File: config.mk
export PLATFORM = sky130hd
export DESIGN_NAME = pds_phase_shift
export DESIGN_NICKNAME = d
export VERILOG_FILES = /design/src/logic/pds_phase_shift.v
export VERILOG_INCLUDE_DIRS = /design/src /design/src/logic
export SDC_FILE = /design/constraint.sdc
export NUM_CORES = 1
export LEC_CHECK = 0
export BUFFER_PORTS_ARGS = -buffer_cell sky130_fd_sc_hd__buf_2
export CORE_AREA = 5 5 159 85
export CTS_BUF_LIST = sky130_fd_sc_hd__clkbuf_16
export DETAILED_ROUTE_END_ITERATION = 12
export DIE_AREA = 0 0 164 90
export PLACE_DENSITY = 0.78
export SLEW_MARGIN = 15
export SYNTH_ARGS = -nofsm -noshare
export SYNTH_HDL_FRONTEND = slang
export SYNTH_SLANG_ARGS = --single-unit
File: constraint.sdc
create_clock -name hclk -period 3.3 [get_ports hclk]
set_input_delay 0 -clock hclk [delete_from_list [all_inputs] [get_ports hclk]]
set_output_delay 0 -clock hclk [all_outputs]
set_load 0.005 [all_outputs]
File: src/logic/pds_defines.vh
// Register map, field positions, reset values and timing counts of the phase-shift block.
`ifndef PDS_DEFINES_VH
`define PDS_DEFINES_VH

`define PDS_ADDR_W 8
`define PDS_OFS_CTRL 8'h00
`define PDS_OFS_STATUS 8'h04
`define PDS_OFS_FB_TAP 8'h08
`define PDS_OFS_POST_TAP 8'h0C
`define PDS_OFS_STEPS 8'h10
`define PDS_OFS_INT_STAT 8'h14
`define PDS_OFS_INT_MASK 8'h18

`define PDS_CTRL_PIN_EN 0
`define PDS_CTRL_GO 1
`define PDS_CTRL_UP 2
`define PDS_CTRL_SEL_LSB 4
`define PDS_CTRL_RESET 32'h0000_0001

`define PDS_STAT_DONE 0
`define PDS_STAT_BUSY 1
`define PDS_STAT_UP 2
`define PDS_STAT_SEL_LSB 4

`define PDS_INT_W 3
`define PDS_INT_COMPLETE 0
`define PDS_INT_REFUSED 1
`define PDS_INT_BAD_SEL 2
`define PDS_INT_MASK_RESET 3'h0

`define PDS_SEL_ALL 4'h0
`define PDS_SEL_FEEDBACK 4'h1
`define PDS_SEL_POST_BASE 4'h2

`define PDS_TAP_RESET 3'h0
`define PDS_SETTLE_CYCLES 3

`endif

File: src/logic/pds_phase_shift.v
// Dynamic phase-shift control port of a PLL with an AHB-Lite register slave.
`include "pds_defines.vh"
`default_nettype none

module pds_phase_shift #(
    parameter NUM_POST = 10,
    parameter TAP_W = 3,
    parameter SETTLE_CYCLES = `PDS_SETTLE_CYCLES
) (
    input wire hclk,
    input wire hresetn,
    input wire hsel,
    input wire [31:0] haddr,
    input wire [1:0] htrans,
    input wire hwrite,
    input wire [2:0] hsize,
    input wire [31:0] hwdata,
    input wire hready,
    output reg hreadyout,
    output reg hresp,
    output reg [31:0] hrdata,
    output reg irq,
    input wire [3:0] counter_select,
    input wire shift_up,
    input wire shift_request,
    output reg phase_done,
    output reg [TAP_W-1:0] feedback_tap,
    output reg [NUM_POST*TAP_W-1:0] post_scale_tap
);

    localparam ST_IDLE = 2'b00;
    localparam ST_ARM = 2'b01;
    localparam ST_SHIFT = 2'b10;
    localparam CNT_W = 8;
    // The settle count is held in eight bits, so settle times above 255 cycles are cut.
    // That bounds the done-low time the core must tolerate.
    localparam [CNT_W-1:0] SETTLE = SETTLE_CYCLES[CNT_W-1:0];

    // Bit 0 of the mask is the feedback counter, bits 1 up are the post-scale counters.
    // Selects 12 to 15 give an empty mask; the handshake still runs so the core never hangs.
    function [NUM_POST:0] pds_decode;
        input [3:0] sel;
        reg [3:0] idx;
        begin
            pds_decode = {(NUM_POST + 1){1'b0}};
            idx = sel - `PDS_SEL_POST_BASE;
            if (sel == `PDS_SEL_ALL) begin
                pds_decode[NUM_POST:1] = {NUM_POST{1'b1}};
            end else if (sel == `PDS_SEL_FEEDBACK) begin
                pds_decode[0] = 1'b1;
            end else if (sel >= `PDS_SEL_POST_BASE && idx < NUM_POST) begin
                pds_decode[idx + 4'h1] = 1'b1;
            end
        end
    endfunction

    // One step is one eighth of a VCO period; the tap wraps so shifting never runs out.
    function [TAP_W-1:0] pds_step;
        input [TAP_W-1:0] tap;
        input up;
        begin
            pds_step = up ? tap + 1'b1 : tap - 1'b1;
        end
    endfunction

    // Register decode shared by every write strobe.
    function pds_hit;
        input [`PDS_ADDR_W-1:0] addr;
        input [`PDS_ADDR_W-1:0] ofs;
        begin
            pds_hit = (addr == ofs);
        end
    endfunction

    reg req_fall;
    reg req_seen;
    reg [1:0] state;
    reg [CNT_W-1:0] settle_cnt;
    reg from_sw;
    reg last_up;
    reg [3:0] last_sel;
    reg [15:0] steps;
    reg pin_en;
    reg sw_go;
    reg sw_up;
    reg [3:0] sw_sel;
    reg [`PDS_INT_W-1:0] int_stat;
    reg [`PDS_INT_W-1:0] int_mask;
    reg wr_pend;
    reg rd_pend;
    reg [`PDS_ADDR_W-1:0] ap_addr;
    reg [31:0] rd_mux;
    reg [NUM_POST:0] next_mask;
    reg next_up;
    reg [3:0] next_sel;
    reg [`PDS_INT_W-1:0] int_set;
    integer i;

    // Only a fresh rise counts, so a request held high for many cycles still gives one step.
    // The core must drop and raise the request again for the next shift.
    wire req_edge = req_fall & ~req_seen;
    wire pin_start = req_edge & pin_en;
    wire take = hsel & hready & htrans[1];
    wire wr_ctrl = wr_pend & pds_hit(ap_addr, `PDS_OFS_CTRL);
    wire wr_stat = wr_pend & pds_hit(ap_addr, `PDS_OFS_INT_STAT);
    wire wr_mask = wr_pend & pds_hit(ap_addr, `PDS_OFS_INT_MASK);
    wire go_write = wr_ctrl & hwdata[`PDS_CTRL_GO];
    wire new_req = pin_start | sw_go;
    wire start = (state == ST_ARM);
    wire finish = (state == ST_SHIFT) && (settle_cnt <= 8'h01);

    // The request is caught half a cycle after the core drives it, away from its switching edge.
    // Everything else in the block runs on the rising edge of the same clock.
    // No synchroniser is needed because the core launches the request from this clock.
    always @(negedge hclk or negedge hresetn) begin
        if (!hresetn) begin
            req_fall <= 1'b0;
        end else begin
            req_fall <= shift_request;
        end
    end

    always @* begin
        next_up = from_sw ? sw_up : shift_up;
        next_sel = from_sw ? sw_sel : counter_select;
        next_mask = pds_decode(next_sel);
        int_set = {`PDS_INT_W{1'b0}};
        int_set[`PDS_INT_COMPLETE] = finish;
        // A request during a shift is dropped rather than queued, so software can see that
        // its core broke the handshake.
        int_set[`PDS_INT_REFUSED] = (state != ST_IDLE) & (req_edge | sw_go);
        int_set[`PDS_INT_BAD_SEL] = start & (next_mask == {(NUM_POST + 1){1'b0}});
    end

    // Sequencer: request seen on one rising edge, shifting starts on the next.
    // Select and direction are taken only at the start edge, so the core may change them
    // any time after that edge without disturbing a shift in progress.
    always @(posedge hclk or negedge hresetn) begin
        if (!hresetn) begin
            req_seen <= 1'b0;
            state <= ST_IDLE;
            settle_cnt <= {CNT_W{1'b0}};
            from_sw <= 1'b0;
            last_up <= 1'b0;
            last_sel <= 4'h0;
            steps <= 16'h0000;
            phase_done <= 1'b1;
            feedback_tap <= `PDS_TAP_RESET;
            post_scale_tap <= {NUM_POST{`PDS_TAP_RESET}};
        end else begin
            req_seen <= req_fall;
            case (state)
                ST_IDLE: begin
                    // A pin request wins over a software go in the same cycle; the go is then
                    // dropped and not flagged as refused, as that flag needs a non-idle state.
                    if (new_req) begin
                        state <= ST_ARM;
                        from_sw <= ~pin_start;
                    end
                end
                ST_ARM: begin
                    last_up <= next_up;
                    last_sel <= next_sel;
                    steps <= steps + 16'h0001;
                    phase_done <= 1'b0;
                    settle_cnt <= SETTLE;
                    state <= ST_SHIFT;
                    // Only tap selections move; the counters and their outputs keep toggling.
                    if (next_mask[0]) begin
                        feedback_tap <= pds_step(feedback_tap, next_up);
                    end
                    for (i = 0; i < NUM_POST; i = i + 1) begin
                        if (next_mask[i + 1]) begin
                            post_scale_tap[i*TAP_W +: TAP_W] <=
                                pds_step(post_scale_tap[i*TAP_W +: TAP_W], next_up);
                        end
                    end
                end
                ST_SHIFT: begin
                    if (finish) begin
                        phase_done <= 1'b1;
                        state <= ST_IDLE;
                    end else begin
                        // The counter stands in for the internal settle time of the tap
                        // multiplexers, which the core cannot observe any other way.
                        settle_cnt <= settle_cnt - 8'h01;
                    end
                end
                default: begin
                    state <= ST_IDLE;
                    phase_done <= 1'b1;
                end
            endcase
        end
    end

    // Control and interrupt registers; a status event wins over a clear in the same cycle.
    always @(posedge hclk or negedge hresetn) begin
        if (!hresetn) begin
            pin_en <= 1'b1;
            sw_go <= 1'b0;
            sw_up <= 1'b0;
            sw_sel <= 4'h0;
            int_stat <= {`PDS_INT_W{1'b0}};
            int_mask <= `PDS_INT_MASK_RESET;
            irq <= 1'b0;
        end else begin
            sw_go <= go_write;
            if (wr_ctrl) begin
                pin_en <= hwdata[`PDS_CTRL_PIN_EN];
                sw_up <= hwdata[`PDS_CTRL_UP];
                sw_sel <= hwdata[`PDS_CTRL_SEL_LSB +: 4];
            end
            if (wr_stat) begin
                int_stat <= (int_stat & ~hwdata[`PDS_INT_W-1:0]) | int_set;
            end else begin
                int_stat <= int_stat | int_set;
            end
            if (wr_mask) begin
                int_mask <= hwdata[`PDS_INT_W-1:0];
            end
            // The line follows the status one cycle late so that it comes from a flip-flop.
            irq <= |(int_stat & int_mask);
        end
    end

    always @* begin
        rd_mux = 32'h0000_0000;
        case (ap_addr)
            `PDS_OFS_CTRL: begin
                rd_mux[`PDS_CTRL_PIN_EN] = pin_en;
                rd_mux[`PDS_CTRL_UP] = sw_up;
                rd_mux[`PDS_CTRL_SEL_LSB +: 4] = sw_sel;
            end
            `PDS_OFS_STATUS: begin
                rd_mux[`PDS_STAT_DONE] = phase_done;
                rd_mux[`PDS_STAT_BUSY] = (state != ST_IDLE);
                rd_mux[`PDS_STAT_UP] = last_up;
                rd_mux[`PDS_STAT_SEL_LSB +: 4] = last_sel;
            end
            `PDS_OFS_FB_TAP: rd_mux[TAP_W-1:0] = feedback_tap;
            `PDS_OFS_POST_TAP: rd_mux[NUM_POST*TAP_W-1:0] = post_scale_tap;
            `PDS_OFS_STEPS: rd_mux[15:0] = steps;
            `PDS_OFS_INT_STAT: rd_mux[`PDS_INT_W-1:0] = int_stat;
            `PDS_OFS_INT_MASK: rd_mux[`PDS_INT_W-1:0] = int_mask;
            // Unmapped offsets read as zero and never raise an error response.
            default: rd_mux = 32'h0000_0000;
        endcase
    end

    // Reads take one wait state so that a write just before them is already visible.
    // Only word transfers are supported; the transfer size is not checked.
    // The response is always OKAY.
    always @(posedge hclk or negedge hresetn) begin
        if (!hresetn) begin
            hreadyout <= 1'b1;
            hresp <= 1'b0;
            hrdata <= 32'h0000_0000;
            wr_pend <= 1'b0;
            rd_pend <= 1'b0;
            ap_addr <= {`PDS_ADDR_W{1'b0}};
        end else begin
            hresp <= 1'b0;
            if (rd_pend) begin
                hrdata <= rd_mux;
                hreadyout <= 1'b1;
                rd_pend <= 1'b0;
                wr_pend <= 1'b0;
            end else if (take) begin
                ap_addr <= haddr[`PDS_ADDR_W-1:0];
                wr_pend <= hwrite;
                rd_pend <= ~hwrite;
                hreadyout <= hwrite;
            end else begin
                wr_pend <= 1'b0;
            end
        end
    end

endmodule

`default_nettype wire

==> run metrics, run 1 <==
Final Critical Period ~2.7 ns; Main synth FF type dfrtp_1; Tcrit/Tclk final roughly 80%; Tightest Pin Transition 0.857 ns; largest family of logic cells by synthesized area simple AND/OR/NAND/NOR gates; most common cell in the netlist dfrtp_1; r2r endpoint post_scale_tap[11]$_DFFE_PN0P_; maximum vdd ir drop 0.406 mV; maxcap violations 0; final hold viol count 0; DR iter-0 viols ~520; clock transition at the registers of the reported paths around 0.060 ns; Avg WL per Cell between 15 and 20 µm; Placement Rows 29; Die Area about 15,000 µm²; RSZ-0062 raised after global routing no; Vias 5,091; final hold slack about 0.086 ns; Crit. End Element register; FF-to-FF setup slack roughly 0.65 ns; total power draw just under 6 mW; initial antenna violation count 0; H-tree depth 4; Async S/R FF share, synth 100%; Max FO, Critical Path 6; total track usage between 20% and 30%; vias in the first global route 4,975; #FFs+latches synth about 120; first-pass GRT wire length 27,400 µm; TritonCTS buffer count 17; PortBufs 92; adder and majority cell fraction of the synthesized area under 10%; FF-to-FF Start from_sw$_DFFE_PN0P_; sequential area share after synthesis between 40% and 50%; LEAKAGE around 3.6 nW; CTS tree built; fin cells 875; Placer Congestion 0.913; Nets ~790; Die Ht approximately 90 µm; XOR/XNOR Fraction of Synth Area 7.80%; WS Path Type register to register; Setup TNS 0 ns; fraction of the mapped netlist area in simple logic gates ~14%; Mapped Area 6280 µm²; Slew headroom between 40% and 50%; cell taking the most area after synthesis dfrtp_1; Min-Delay Startpoint counter_select[3]; Detailed Route WL between 15,000 and 20,000 µm; root cell of the clock tree clkbuf_16; Yosys warnings 0; status complete, no violations; Core Util, Final approximately 65%; Synth area leaders dfrtp_1, xnor2_1, mux2_2; Slew Limit Fails 0; post-synth top area share approximately 47%; Critical Path RT ~3.7 ns; NetSw about 1.9 mW; Worst Hold Depth 3; largest net degree at the start of global routing 70; CP Launch Type register; FF-to-FF path depth 7; DIE WIDTH 164 µm; Overflow after GRT 0; dpl hpwl between 10,000 and 15,000 µm; skew final around 0.026 ns; setup violators final 0; cell count after synthesis about 570; layout cells sized above 1 between 20% and 30%; Yosys cell types between 70 and 80; Worst EP arrival around 3.0 ns; FMAX ~380 MHz; clk_lat worst skew between 0.4 and 0.5 ns; Synth Area in Compound Gates 11.5%; filler cell count 950; Placed Cells slightly above 800; I/O pin cnt approximately 150; Min-Delay Endpoint last_sel[3]$_DFFE_PN0P_; Comb pwr share 23.0%; synth cell count leaders dfrtp_1, nor2_1, nand2_1; TritonCTS Sinks ~120; core area about 12,000 µm²; mux cell area share after synthesis 8.99%; Pint between 3 and 4 mW; Post-CTS Resized 0; syn_area_per_cell roughly 11 µm²; part of the power in the clock network 36.8%; Post-synth EDFFs 0; initial core utilization around half; diode count 0; Switching Fraction about a third; vias per inst ~5.8; Pwr per Cell Area approximately 740 nW/µm²; Pre-antenna DRT Iters 7; CTS Buffer Depth 2; Post-route DRC 0; worst hold path type input pin to register; Syn-to-layout area delta 24.6%; Final ANT Viol Nets 0; Reg power frac 40.2%
-- cell families after synthesis --
kind of cell    after synthesis
xor+xnor                     55
fa+ha+maj                    17
compound gates              102
other cells                   1
simple gates                172
buf+inv                      57
mux                          46
flops                       123
-- stage by stage --
| stage | instance area (µm²) | worst slack [ns] |
|---|---|---|
| after floorplan | 6280 | 0.625 |
| after global placement | 6960 | 0.714 |
| after detailed placement | 6960 | 0.668 |
| after CTS | 7820 | 0.669 |
| after global routing | 7820 | 0.519 |
| final | 7820 | 0.649 |
-- power by group through the flow --
stage | logic [mW] | clock network, mW | registers (mW)
final | 1.33 | 2.14 | 2.34
after global routing | 1.48 | 2.24 | 2.40
after CTS | 1.34 | 2.15 | 2.33
after detailed placement | 1.29 | 0 | 2.34
after global placement | 1.23 | 0 | 2.31
after floorplan | 0.817 | 0 | 2.22
-- cell usage in the layout (no fill, tap or decap), types with 4 or more instances in the layout --
cell / Yosys / layout
a221oi_1: 10 / 10
buf_4: 4 / 17
o21ai_0: 35 / 35
fa_1: 11 / 11
inv_1: 27 / 28
nor4_1: 6 / 6
a31oi_1: 5 / 5
nor2_1: 44 / 44
buf_2: 3 / 91
clkbuf_16: 0 / 17
a21oi_1: 8 / 8
o211ai_1: 7 / 7
mux2i_1: 10 / 9
dlygate4sd3_1: 0 / 19
nand4_1: 8 / 8
mux2_2: 23 / 23
and2_1: 5 / 5
o2bb2ai_1: 6 / 6
o2111ai_1: 5 / 5
a222oi_1: 4 / 4
nand2b_1: 5 / 5
nand2_1: 41 / 41
nor3_1: 9 / 9
bufinv_16: 0 / 6
mux2_4: 6 / 6
xnor2_1: 37 / 37
nand3_1: 28 / 28
nor2b_1: 6 / 6
dfrtp_1: 119 / 119
ha_1: 6 / 6
xor2_1: 17 / 17
-- sequential cells by signal (all words and copies together), names as in the netlist, 4 cells and up --
signal	cells
hrdata	30
post_scale_tap	30
steps	16
ap_addr	8
settle_cnt	8
last_sel	4
sw_sel	4
-- cell type report --
class	count	area, µm²	area share, %
clock buffer	17	425	5.44
clock inverter	15	246	3.15
tap	170	213	2.72
sequential	123	3080	39.4
multi-input combinational	395	2980	38.0
timing repair buffer	127	773	9.89
inverter	28	105	1.34
-- how the worst max path moves through the flow --
| stage | from | end | slack (ns) | cells past startpoint |
|---|---|---|---|---|
| floorplan | from_sw$_DFFE_PN0P_ | post_scale_tap[11]$_DFFE_PN0P_ | 0.62 | 10 |
| global placement | req_fall$_DFF_NN0_ | state[0]$_DFFE_PN0P_ | 0.71 | 3 |
| detailed placement | req_fall$_DFF_NN0_ | state[0]$_DFFE_PN0P_ | 0.67 | 3 |
| CTS | from_sw$_DFFE_PN0P_ | post_scale_tap[11]$_DFFE_PN0P_ | 0.67 | 7 |
| global route | from_sw$_DFFE_PN0P_ | post_scale_tap[11]$_DFFE_PN0P_ | 0.52 | 7 |
| finish | from_sw$_DFFE_PN0P_ | post_scale_tap[11]$_DFFE_PN0P_ | 0.65 | 7 |
-- critical path, stage by stage, from the launching register on --
cell and delay (ns):
dfrtp_1 0.44, mux2i_1 0.29, ha_1 0.32, nor4bb_1 0.33
a311oi_1 0.14, or3_1 0.48, or4_1 0.50, nand3_1 0.08
-- what timing repair did --
item / in CTS / in global routing
hold endpoints to repair: 76 / 0
setup buffers: 0 / 0
hold buffers: 19 / 0
-- per-layer routing --
| layer | part of all wire, % | track usage, % | routed length (µm) | up-vias |
|---|---|---|---|---|
| met3 | 10 | 7.36 | 1720 | 27 |
| li1 | - | - | - | 2274 |
| met1 | 46 | 35.9 | 7760 | 2491 |
| met4 | 1.2 | 5.30 | 211 | 0 |
| met5 | 0 | 0 | 0 | - |
| met2 | 43 | 33.8 | 7250 | 299 |
No activity file was read; power rests on OpenSTA's default activity.
==> run 2: changes to the inputs <==
- ABC_AREA: default -> 1
- CORE_AREA: 5 5 159 85 -> 5 5 158 84
- DIE_AREA: 0 0 164 90 -> 0 0 163 89
- PLACE_DENSITY: 0.78 -> 0.79
- clock period: 3.3 -> 2.65 ns (I/O delays scaled with it)
==> run metrics, run 2 <==
status complete, no violations; clk_lat worst skew 0.41 ns (about the same); Post-route DRC 0 (unchanged); CTS Buffer Depth 2 (unchanged); LEAKAGE 3.98 nW (+12%); skew final 0.0219 ns (-0.00419 ns); Vias 5,198 (+2.1%); most common cell in the netlist nand2_1; H-tree depth 4 (unchanged); post-synth top area share 47.7% (+0.30 points); FF-to-FF path depth 7 (unchanged); dpl ws 0.112 ns (-0.555 ns); synth cell count leaders nand2_1, dfrtp_1, inv_1; Placement Rows 28 (-3.4%); #FFs+latches synth 123 (unchanged); Worst Hold Depth 3 (unchanged); setup bufs post-CTS 0 (unchanged); r2r endpoint from_sw$_DFFE_PN0P_; Slew Limit Fails 0 (unchanged); final hold viol count 0 (unchanged); FF-to-FF Start req_fall$_DFF_NN0_; vias per inst 5.10 (-12%); Pre-antenna DRT Iters 5 (-2); most frequent cells in the layout nand2_1, dfrtp_1, buf_2; Max FO, Critical Path 3 (-3); commonest non-fill, non-tap cell in the layout nand2_1; sequential area share after synthesis 49.4% (+0.31 points); I/O pin cnt 149 (unchanged); fin cells 1,019 (+16%); worst hold path type input pin to register; first-pass GRT wire length 25,200 µm (-8.0%); WS Path Type register to register; PortBufs 92 (unchanged); root cell of the clock tree clkbuf_16; Tightest Pin Transition 0.854 ns (-0.00297 ns); diode count 0 (unchanged); initial antenna violation count 0 (unchanged); final setup margin 0.179 ns (-0.470 ns); Min-Delay Endpoint last_sel[1]$_DFFE_PN0P_; Crit. End Element register; crit-path cells inv_1 > nor2_1 > nand2_1 > a21oi_2 > nor2_1 > a21oi_1 > inv_1; Post-synth EDFFs 0 (unchanged); initial core utilization 53.6% (+1.8 points); Main synth FF type dfrtp_1; core area 11,600 µm² (-4.0%); max incr delay on CP 0.40 ns (-0.10 ns); Setup TNS 0 ns (unchanged); syn_area_per_cell 8.67 µm² (-21%); Worst EP arrival 2.77 ns (-0.23 ns); Mapped Area 6240 µm² (-0.62%); CP Launch Type register; DIE WIDTH 163 µm (-0.61%); Area after DPL 6900 µm² (-0.90%); Die Area 14,500 µm² (-1.7%); layout cells sized above 1 20.6% (-6.1 points); Final ANT Viol Nets 0 (unchanged); TritonCTS buffer count 17 (unchanged); setup violators final 0 (unchanged); Min-Delay Startpoint counter_select[1]; maximum vdd ir drop 0.490 mV (+21%); Critical Path RT 2.95 ns (-0.70 ns); Pwr per Cell Area 1030 nW/µm² (+39%); Syn-to-layout area delta 24.2%; FF-to-FF setup slack 0.18 ns (-0.47 ns); clock transition at the registers of the reported paths 0.05 ns (about the same); Overflow after GRT 0 (unchanged); Placer Congestion 0.882 (-3.4%); Yosys warnings 0 (unchanged); Async S/R FF share, synth 100% (unchanged); vias in the first global route 5,203 (+4.6%); maxcap violations 0 (unchanged); TritonCTS Sinks 123 (unchanged); Synth area leaders dfrtp_1, nand2_1, inv_1; Placed Cells 968 (+17%); Slew headroom 43.1% (+0.19 points); critical path's slowest cell dfrtn_1; largest net degree at the start of global routing 123 (+76%); largest registers hrdata x30, post_scale_tap x30, steps x16; cell count after synthesis 719 (+25%); Detailed Route WL 15,300 µm (-9.9%); dpl hpwl 10,400 µm (-13%); CTS tree built; RSZ-0062 raised after global routing no; final instance area 7740 µm² (-0.96%); Nets 938 (+19%); Die Ht 89 µm (-1.1%); Avg WL per Cell 15.0 µm (-23%); Yosys cell types 44 (-38%); cell taking the most area after synthesis dfrtp_1; DR iter-0 viols 406 (-22%); total track usage 22.1% (-1.8 points)
==> run 2: logic make-up (layout without fill, tap and decap cells) <==
family          after synthesis  in the layout  share of synthesized area (%)
compound gates               95             95                           8.97
simple gates                343            343                           24.0
mux                           2              2                          0.361
other cells                   1              3                         0.0601
xor+xnor                     45             45                           6.32
fa+ha+maj                    17             17                           4.73
buf+inv                      93            226                           6.16
flops                       123            123                           49.4
==> run 2: stage by stage <==
stage / hold slack (ns) / utilization, % / power, mW
after floorplan: -0.296 / - / 4.51
final: 0.0339 / 66.6 / 7.98
after global placement: 0.168 / 59.3 / 5.21
after detailed placement: 0.167 / 59.3 / 5.33
after CTS: 0.0268 / 66.6 / 8.01
after global routing: 0.0340 / 66.6 / 8.49
==> run 2: worst max-delay path by stage <==
stage                                  start                   to  cells past startpoint
after floorplan           req_fall$_DFF_NN0_  from_sw$_DFFE_PN0P_                      7
after global placement    req_fall$_DFF_NN0_  from_sw$_DFFE_PN0P_                      7
after detailed placement  req_fall$_DFF_NN0_  from_sw$_DFFE_PN0P_                      7
after CTS                 req_fall$_DFF_NN0_  from_sw$_DFFE_PN0P_                      7
after global routing      req_fall$_DFF_NN0_  from_sw$_DFFE_PN0P_                      7
final                     req_fall$_DFF_NN0_  from_sw$_DFFE_PN0P_                      7
==> run 2: where the power goes <==
part           internal, mW  total [mW]  switching (mW)  leakage [nW]
combinational          1.04        2.58            1.54          2.12
sequential             2.33        2.80           0.464          1.54
clock                  1.75        2.60           0.854         0.324
==> run 2: cell type report <==
class	instances	area [µm²]
Clock buffer	17	425
Fill cell	944	3890
Multi-Input combinational cell	505	2780
Inverter	72	270
Sequential cell	123	3080
Tap cell	165	206
Timing Repair Buffer	122	748
Clock inverter	15	230
==> run 2: timing repair <==
| item | 4_1_cts | 5_1_grt |
|---|---|---|
| resized for setup | 0 | 1 |
| hold endpoints to repair | 143 | 0 |
| endpoints found under the setup margin | 0 | 1 |
| hold buffers | 19 | 0 |
==> run 2: worst max-delay path, delay by kind of cell, from the launching register on <==
kind                   cells  cell delay [ns]
AOI/OAI and AO/OA          2             0.29
buffers and inverters      2             0.09
DFF                        1             0.40
and+or+nand+nor            3             0.29
==> run 2: metal layers <==
layer | vias to the layer above | part of all wire, % | global-route usage (%)
met5 | - | 0 | 0
met4 | 0 | 1.7 | 6.93
met3 | 27 | 5.8 | 5.16
met2 | 161 | 49 | 38.8
met1 | 2484 | 43 | 27.8
li1 | 2526 | - | -
